--- src/ddr_place_map.vh ---
// Purpose: Shared constants for the DDR word/byte placement block
// Assumes: Plain Verilog-2005 include, definitions only
// Notes: Widths, reset values and timing figures in one place
`ifndef DDR_PLACE_MAP_VH
`define DDR_PLACE_MAP_VH

// Lane and word widths
`define LANE_W 8
`define WORD_W 16
`define BYTE_A_HI 15
`define BYTE_A_LO 8
`define BYTE_B_HI 7
`define BYTE_B_LO 0

// Read buffer shape
`define RDBUF_DEPTH 16
`define RDBUF_AW 4

// Reset values of driven pins and outputs, plus the whole-word byte enable
`define RST_LANE 8'h00
`define RST_WORD 16'h0000
`define RST_MASK 2'h0
`define ALL_BYTES 2'h3

// Timing figures, in ns as printed for the bench
`define SYS_PERIOD_NS 25
`define LINK_PERIOD_NS 200
// System clocks per link half period, rounded down, at least one
`define LINK_HALF_CYC (((`LINK_PERIOD_NS / 2) / `SYS_PERIOD_NS) < 1 ? 1 : \
   ((`LINK_PERIOD_NS / 2) / `SYS_PERIOD_NS))

`endif

--- src/ddr_word_byte_placement.v ---
// Purpose: Places 16-bit words as A/B bytes on the 8-bit DDR lanes
// Assumes: Link clock far slower than clk_sys; command logic outside
// Notes: Link pins are sampled through two flops before any use
`timescale 1ns/1ps
`default_nettype none
`include "ddr_place_map.vh"

// How it works
// - Memory space: first byte of each word is byte A, second is byte B.
// - Memory words read back with bytes in the same A/B positions written.
// - No byte order imposed in memory space; array keeps host order.
// - Reads deliver two bytes per link clock, one whole word per cycle.
// - Register reads: upper half as byte A, strobe rising to falling.
// - Register reads: lower half as byte B, strobe falling to rising.
// - Register words travel big-endian: word bit 15 on lane 7 of A.
// - Writes with latency use the strobe as a per-byte write mask.
// - Zero-latency writes store whole words; device leaves strobe undriven.
// - Mask high keeps the array byte; mask low stores it.
// - Byte bit 7 sits on lane 7 down to bit 0 on lane 0.
module ddr_word_byte_placement (
   // Clock and reset
   input wire clk_sys,
   input wire rstn,
   // Link pins
   input wire csN,
   input wire linkClk,
   input wire [`LANE_W-1:0] dqIn,
   output reg [`LANE_W-1:0] dqOut_r,
   output reg dqOe_r,
   input wire rwDataStrobeIn,
   output reg rwDataStrobeOut_r,
   output reg rwDataStrobeOe_r,
   // Transfer control from the command logic
   input wire dataPhase,
   input wire dataIsWrite,
   input wire writeMasked,
   // Write words toward the array
   output reg [`WORD_W-1:0] wrWord_r,
   output reg [1:0] wrByteEn_r,
   output reg wrValid_r,
   // Read words from the array
   input wire [`WORD_W-1:0] rdWord,
   input wire rdValid,
   output wire rdReady,
   // Status
   output reg rdStall_r
);

   localparam ST_IDLE = 2'h0;
   localparam ST_WRITE = 2'h1;
   localparam ST_READ = 2'h2;

   reg [1:0] state_r;
   reg [1:0] state_nxt;
   reg csMeta_r;
   reg csSync_r;
   reg ckMeta_r;
   reg ckSync_r;
   reg ckPrev_r;
   reg [`LANE_W-1:0] dqMeta_r;
   reg [`LANE_W-1:0] dqSync_r;
   reg rwdsMeta_r;
   reg rwdsSync_r;
   reg [`LANE_W-1:0] byteA_r;
   reg keepA_r;
   reg haveA_r;
   reg [`LANE_W-1:0] byteB_r;
   reg haveWord_r;
   wire ckRise;
   wire ckFall;
   wire active;
   wire [`WORD_W-1:0] bufWord;
   wire bufValid;
   wire bufPop;

   // Lane of byte A within a word; same placement in both spaces
   function [`LANE_W-1:0] laneA;
      input [`WORD_W-1:0] w;
      begin
         laneA = w[`BYTE_A_HI:`BYTE_A_LO];
      end
   endfunction

   // Lane of byte B within a word
   function [`LANE_W-1:0] laneB;
      input [`WORD_W-1:0] w;
      begin
         laneB = w[`BYTE_B_HI:`BYTE_B_LO];
      end
   endfunction

   // Two-flop synchronisers on every link pin
   always @(posedge clk_sys or negedge rstn)
   begin
      if (!rstn)
      begin
         csMeta_r <= 1'b1;
         csSync_r <= 1'b1;
         ckMeta_r <= 1'b0;
         ckSync_r <= 1'b0;
         ckPrev_r <= 1'b0;
         dqMeta_r <= `RST_LANE;
         dqSync_r <= `RST_LANE;
         rwdsMeta_r <= 1'b0;
         rwdsSync_r <= 1'b0;
      end
      else
      begin
         csMeta_r <= csN;
         csSync_r <= csMeta_r;
         ckMeta_r <= linkClk;
         ckSync_r <= ckMeta_r;
         ckPrev_r <= ckSync_r;
         dqMeta_r <= dqIn;
         dqSync_r <= dqMeta_r;
         rwdsMeta_r <= rwDataStrobeIn;
         rwdsSync_r <= rwdsMeta_r;
      end
   end

   // Link clock edges seen on clk_sys
   assign ckRise = ckSync_r && !ckPrev_r;
   assign ckFall = !ckSync_r && ckPrev_r;
   assign active = !csSync_r && dataPhase;

   // Transfer phase selection
   always @*
   begin
      state_nxt = state_r;
      case (state_r)
         ST_IDLE:
         begin
            if (active && dataIsWrite)
            begin
               state_nxt = ST_WRITE;
            end
            else if (active)
            begin
               state_nxt = ST_READ;
            end
         end
         ST_WRITE:
         begin
            if (!active)
            begin
               state_nxt = ST_IDLE;
            end
         end
         ST_READ:
         begin
            if (!active)
            begin
               state_nxt = ST_IDLE;
            end
         end
         default:
         begin
            state_nxt = ST_IDLE;
         end
      endcase
   end

   always @(posedge clk_sys or negedge rstn)
   begin
      if (!rstn)
      begin
         state_r <= ST_IDLE;
      end
      else
      begin
         state_r <= state_nxt;
      end
   end

   // Write capture: A on rising edge, B on falling edge
   always @(posedge clk_sys or negedge rstn)
   begin
      if (!rstn)
      begin
         byteA_r <= `RST_LANE;
         keepA_r <= 1'b0;
         haveA_r <= 1'b0;
         wrWord_r <= `RST_WORD;
         wrByteEn_r <= `RST_MASK;
         wrValid_r <= 1'b0;
      end
      else
      begin
         wrValid_r <= 1'b0;
         if (state_r != ST_WRITE)
         begin
            haveA_r <= 1'b0;
         end
         else if (ckRise)
         begin
            byteA_r <= dqSync_r;
            keepA_r <= writeMasked && rwdsSync_r;
            haveA_r <= 1'b1;
         end
         else if (ckFall && haveA_r)
         begin
            wrWord_r <= {byteA_r, dqSync_r};
            if (writeMasked)
            begin
               wrByteEn_r <= {!keepA_r, !rwdsSync_r};
            end
            else
            begin
               wrByteEn_r <= `ALL_BYTES;
            end
            wrValid_r <= 1'b1;
            haveA_r <= 1'b0;
         end
      end
   end

   // Take one word per link cycle at its rising edge
   assign bufPop = (state_r == ST_READ) && ckRise;

   // Read drive: A with strobe high, B with strobe low, edge aligned
   always @(posedge clk_sys or negedge rstn)
   begin
      if (!rstn)
      begin
         dqOut_r <= `RST_LANE;
         dqOe_r <= 1'b0;
         rwDataStrobeOut_r <= 1'b0;
         rwDataStrobeOe_r <= 1'b0;
         byteB_r <= `RST_LANE;
         haveWord_r <= 1'b0;
         rdStall_r <= 1'b0;
      end
      else if (state_r != ST_READ)
      begin
         // Strobe left undriven outside reads, zero-latency writes too
         dqOe_r <= 1'b0;
         rwDataStrobeOe_r <= 1'b0;
         rwDataStrobeOut_r <= 1'b0;
         haveWord_r <= 1'b0;
         rdStall_r <= 1'b0;
      end
      else
      begin
         dqOe_r <= 1'b1;
         rwDataStrobeOe_r <= 1'b1;
         if (ckRise && bufValid)
         begin
            dqOut_r <= laneA(bufWord);
            byteB_r <= laneB(bufWord);
            rwDataStrobeOut_r <= 1'b1;
            haveWord_r <= 1'b1;
            rdStall_r <= 1'b0;
         end
         else if (ckRise)
         begin
            // No word ready: strobe held low to stretch the gap
            rwDataStrobeOut_r <= 1'b0;
            haveWord_r <= 1'b0;
            rdStall_r <= 1'b1;
         end
         else if (ckFall && haveWord_r)
         begin
            dqOut_r <= byteB_r;
            rwDataStrobeOut_r <= 1'b0;
            haveWord_r <= 1'b0;
         end
      end
   end

   // Read words wait here; full buffer stalls the array side
   word_fifo #(
      .WIDTH(`WORD_W),
      .DEPTH(`RDBUF_DEPTH),
      .AW(`RDBUF_AW)
   ) u_rdbuf (
      .clk_sys(clk_sys),
      .rstn(rstn),
      .inData(rdWord),
      .inValid(rdValid),
      .inReady(rdReady),
      .outData_r(bufWord),
      .outValid_r(bufValid),
      .outReady(bufPop)
   );

endmodule

`default_nettype wire

--- src/word_fifo.v ---
// Purpose: Word FIFO between the array side and the read lanes
// Assumes: Single clock, valid/ready on both sides
// Notes: Read data leaves from a register stage
`timescale 1ns/1ps
`default_nettype none

module word_fifo #(
   parameter WIDTH = 16,
   parameter DEPTH = 16,
   parameter AW = 4
) (
   // Clock and reset
   input wire clk_sys,
   input wire rstn,
   // Filling side
   input wire [WIDTH-1:0] inData,
   input wire inValid,
   output wire inReady,
   // Draining side
   output reg [WIDTH-1:0] outData_r,
   output reg outValid_r,
   input wire outReady
);

   reg [WIDTH-1:0] mem [0:DEPTH-1];
   reg [AW-1:0] wrPtr_r;
   reg [AW-1:0] rdPtr_r;
   reg [AW:0] count_r;
   wire push;
   wire load;
   wire memEmpty;

   // Honest full and empty from the occupancy count
   assign memEmpty = (count_r == {(AW+1){1'b0}});
   assign inReady = (count_r != DEPTH[AW:0]);
   assign push = inValid && inReady;
   assign load = !memEmpty && (!outValid_r || outReady);

   // Storage array, written only on accepted pushes
   always @(posedge clk_sys)
   begin
      if (push)
      begin
         mem[wrPtr_r] <= inData;
      end
   end

   // Pointers, count and registered output stage
   always @(posedge clk_sys or negedge rstn)
   begin
      if (!rstn)
      begin
         wrPtr_r <= {AW{1'b0}};
         rdPtr_r <= {AW{1'b0}};
         count_r <= {(AW+1){1'b0}};
         outData_r <= {WIDTH{1'b0}};
         outValid_r <= 1'b0;
      end
      else
      begin
         if (push)
         begin
            wrPtr_r <= wrPtr_r + {{(AW-1){1'b0}}, 1'b1};
         end
         if (load)
         begin
            rdPtr_r <= rdPtr_r + {{(AW-1){1'b0}}, 1'b1};
            outData_r <= mem[rdPtr_r];
            outValid_r <= 1'b1;
         end
         else if (outReady)
         begin
            outValid_r <= 1'b0;
         end
         if (push && !load)
         begin
            count_r <= count_r + {{AW{1'b0}}, 1'b1};
         end
         else if (load && !push)
         begin
            count_r <= count_r - {{AW{1'b0}}, 1'b1};
         end
      end
   end

endmodule

`default_nettype wire

--- config.mk ---
export PLATFORM = sky130hd
export DESIGN_NAME = ddr_word_byte_placement
export DESIGN_NICKNAME = d
export VERILOG_FILES = /design/src/ddr_word_byte_placement.v /design/src/word_fifo.v
export VERILOG_INCLUDE_DIRS = /design/src
export SDC_FILE = /design/constraint.sdc
export NUM_CORES = 1
export LEC_CHECK = 0
export BUFFER_PORTS_ARGS = -buffer_cell sky130_fd_sc_hd__clkbuf_2
export CELL_PAD_IN_SITES_DETAIL_PLACEMENT = 0
export CELL_PAD_IN_SITES_GLOBAL_PLACEMENT = 2
export CORE_AREA = 2 2 243 245
export DETAILED_ROUTE_END_ITERATION = 10
export DIE_AREA = 0 0 245 247
export PLACE_DENSITY_LB_ADDON = 0.08
export RECOVER_POWER = 25
export SLEW_MARGIN = 10
export SYNTH_ARGS = -nofsm -noshare
export SYNTH_HDL_FRONTEND = slang
export SYNTH_SLANG_ARGS = --single-unit
--- constraint.sdc ---
create_clock -name clk_sys -period 3.8 [get_ports clk_sys]
set_clock_uncertainty 0.15 [all_clocks]
set_input_delay 0.19 -clock clk_sys [delete_from_list [all_inputs] [get_ports clk_sys]]
set_output_delay 0.19 -clock clk_sys [all_outputs]
set_load 0.02 [all_outputs]
==> impl_results.md <==
* Vias after detailed routing at ~7000
* Final Hold Viols at 0
* CP cell instances: nor4_1 > a21boi_1 > ha_1 > inv_1 > fa_1 > a21o_1 > a21oi_1 > mux2i_1 > xnor2_1
* DRC Markers at 0
* Post_cts resized at 0
* Cells after Synth at between 700 and 800
* Setup TNS at 0 ns
* Post-DP HPWL at 19900 um
* Share of the synthesized area in the top cell type at 55.7%
* Max Fanout on Critical Path at 9
* DR pass1 iterations at 4
* Worst setup SP type: flip-flop
* Area contributors post-synth: edfxtp_1, dfrtp_1, mux4_2, mux2i_1, nand2_1
* Tcrit/Tclk final at approximately 76%
* ANT cells at 0
* Area Growth Syn to Fin at 21.4%
* Worst slew margin at about two fifths
* Iteration-0 DRC Markers at around 470
* Type of the worst setup path: flip-flop to flip-flop
* Hold bufs inserted after CTS at 33
* Post-synthesis register bit count at around 360
* Initial antenna violation count at 0
* Status: complete, no violations
* Post-route cell area at ~17000 um2
* DIE HEIGHT at 247 um
* Count of final max-slew check failures at 0
* Post-route antenna net violation count at 0
* RSZ-0062 raised after global routing: false
* Setup Slack @ Placement at 0.874 ns
* Number of buffers created by CTS at 43
* Tmin final at slightly below 3 ns
* Largest net degree at the start of global routing at between 60 and 70
* DIE AREA at approximately 60000 um2
* Placed Cells at ~1600
* GRT overflow at 0
* Post-CTS Setup Bufs at 0
* Syn Nets at roughly 790
* CTS H-tree depth at 2
* Crit. End Element: flip-flop
* Fmax at ~0.35 GHz
* Unique cell type count in the Yosys netlist at 40
* Final non-filler cell total at roughly 1700
* Ys async rst share at between 20% and 30%
* Starting Density at roughly a quarter
* Site row count at 89
* Lkg Pwr at between 6 and 7 nW
* Leading area contributor after synthesis: edfxtp_1
* CP required at around 4.1 ns
* Core area at 58200 um2
* Crit Reg-Reg Startpoint: u_rdbuf.count_r[0]
* GPL Wtd Cong at about 0.66
* Slew @ Worst Pin at between 0.9 and 1 ns
* Worst vdd rail ir drop at 269 uV
* Power density relative to cell area at roughly 700 nW/um2
* Commonest non-fill, non-tap cell in the layout: edfxtp_1
* Reg clk slew, reported paths at 0.06 ns
* Root buffer cell: clkbuf_16
* Global-route wire length before repair at between 50000 and 60000 um
* Number of top-level pins at 65
* Reg-to-reg endpoint: u_rdbuf.count_r[4]
* Wirelength, routed at about 36000 um
* Vias per inst at 4.22
* Crit path from: u_rdbuf.count_r[0]
* Smallest setup slack after layout at 0.906 ns
* Slowest-stage cell, CP: a21boi_1
* Register area share after synthesis at roughly three quarters
* Post-synthesis instance area at ~14000 um2
* R2R Setup Slk at about 0.91 ns
* EDFF count, synth at around 260
* Most frequent cells in the layout: edfxtp_1, dfrtp_1, nand2_1
* Final setup viols at 0
* Port-buffer cells at 64
* Synth Flop Type: edfxtp_1
* Gr usage total at 12.1%
* Vias in the first global route at roughly 7700
* Filler cells at just under 6000
* Critical path data arrival time at 3.23 ns
* WL/cell at 21.3 um
* Fin nets at a little over 900
* Cells on worst reg2reg path at 9
* Worst-Skew Late Latency at around 0.56 ns
* Placed cell areas at roughly 15000 um2
* Layout cells sized above 1 at approximately a quarter
* Die width at about 250 um
* TritonCTS clock tree: done
* Slowest stage delay, CP at 0.55 ns
* Worst hold path type: primary input to asynchronous set/reset pin
* Number of max-cap violations at 0
* Ys Warns at 0
* # clock sinks at 359
* Avg Inst Size Synth at approximately 19 um2
* CTS Buffer Depth at 3
## worst max-delay path by stage
| stage | endpoint | cells past startpoint |
|---|---|---|
| finish | u_rdbuf.count_r[4] | 9 |
| global route | u_rdbuf.count_r[4] | 9 |
| CTS | u_rdbuf.count_r[4] | 9 |
| detailed placement | u_rdbuf.count_r[4] | 9 |
| global placement | u_rdbuf.count_r[4] | 9 |
| floorplan | u_rdbuf.count_r[4] | 10 |
## sequential cells by signal (all words and copies together) (netlist names), 2 cells and up
signal and count:
byteA_r 8, u_rdbuf.rdPtr_r 4, u_rdbuf.wrPtr_r 4, u_rdbuf.count_r 5, byteB_r 8, u_rdbuf.mem 256, dqSync_r 8, state_r 2
wrByteEn_r 2, dqOut_r 8, wrWord_r 16, u_rdbuf.outData_r 16, dqMeta_r 8
## routing by layer
layer | vias to the layer above | GRT usage, % | share of wire (%)
li1 | 3125 | - | -
met1 | 3718 | 15.9 | 45
met2 | 141 | 19.7 | 48
met3 | 63 | 2.20 | 3.8
met4 | 0 | 4.81 | 3.4
met5 | - | 0 | 0
## critical path, delay by kind of cell, from the launching register on
kind	cells	cell delay, ns
buffers and inverters	1	0.12
DFF	1	0.45
adders and majority gates	2	0.72
and+or+nand+nor	1	0.11
muxes	1	0.23
AOI/OAI and AO/OA	3	0.91
xor gates and xnor gates	1	0.13
## through the flow
stage | power (W) | util [%] | hold slack (ns)
final | 0.0118 | 28.8 | 0.120
after global routing | 0.0125 | 28.8 | 0.102
after CTS | 0.0121 | 28.8 | 0.0877
after detailed placement | 0.00825 | 26.1 | 0.134
after global placement | 0.00820 | 26.1 | 0.136
after floorplan | 0.00719 | - | -0.256
## power breakdown
part / switching (W) / leakage, nW / internal (W)
logic: 0.00131 / 1.85 / 0.00136
clock network: 0.00156 / 0.612 / 0.00218
registers: 0.000592 / 3.58 / 0.00481
## cell type report
class / count / area, um2 / area share [%]
Inverter: 8 / 30.0 / 0.179
Tap cell: 773 / 967 / 5.77
Timing Repair Buffer: 120 / 896 / 5.34
Clock inverter: 13 / 98.8 / 0.590
Multi-Input combinational cell: 337 / 3340 / 19.9
Clock buffer: 58 / 1150 / 6.88
Sequential cell: 359 / 10300 / 61.3
## Yosys cell counts (all sizes together) (2+ instances only)
library cell / number
a211o: 17
a21o: 2
a21oi: 20
a22o: 16
a31oi: 2
and2: 3
and3b: 3
buf: 24
clkbuf: 14
dfrtp: 101
dfstp: 2
edfxtp: 256
ha: 12
inv: 8
mux2: 18
mux2i: 27
mux4: 64
nand2: 70
nand2b: 3
nand3: 4
nor2: 19
nor2b: 17
nor3: 4
o21ai: 17
xnor2: 7
xor2: 3
## logic make-up (layout without fill, tap and decap cells)
group / count (synthesis) / count (layout) / synth area share (%)
multiplexers: 109 / 109 / 13.9
XOR/XNOR: 10 / 10 / 0.634
AO/OA/AOI/OAI: 76 / 76 / 3.89
flip-flops: 359 / 359 / 74.3
adder cells (fa/ha/maj): 13 / 13 / 1.23
buffers and inverters: 46 / 199 / 1.76
AND/OR/NAND/NOR: 129 / 129 / 4.29
No activity file was read; power rests on OpenSTA's default activity.
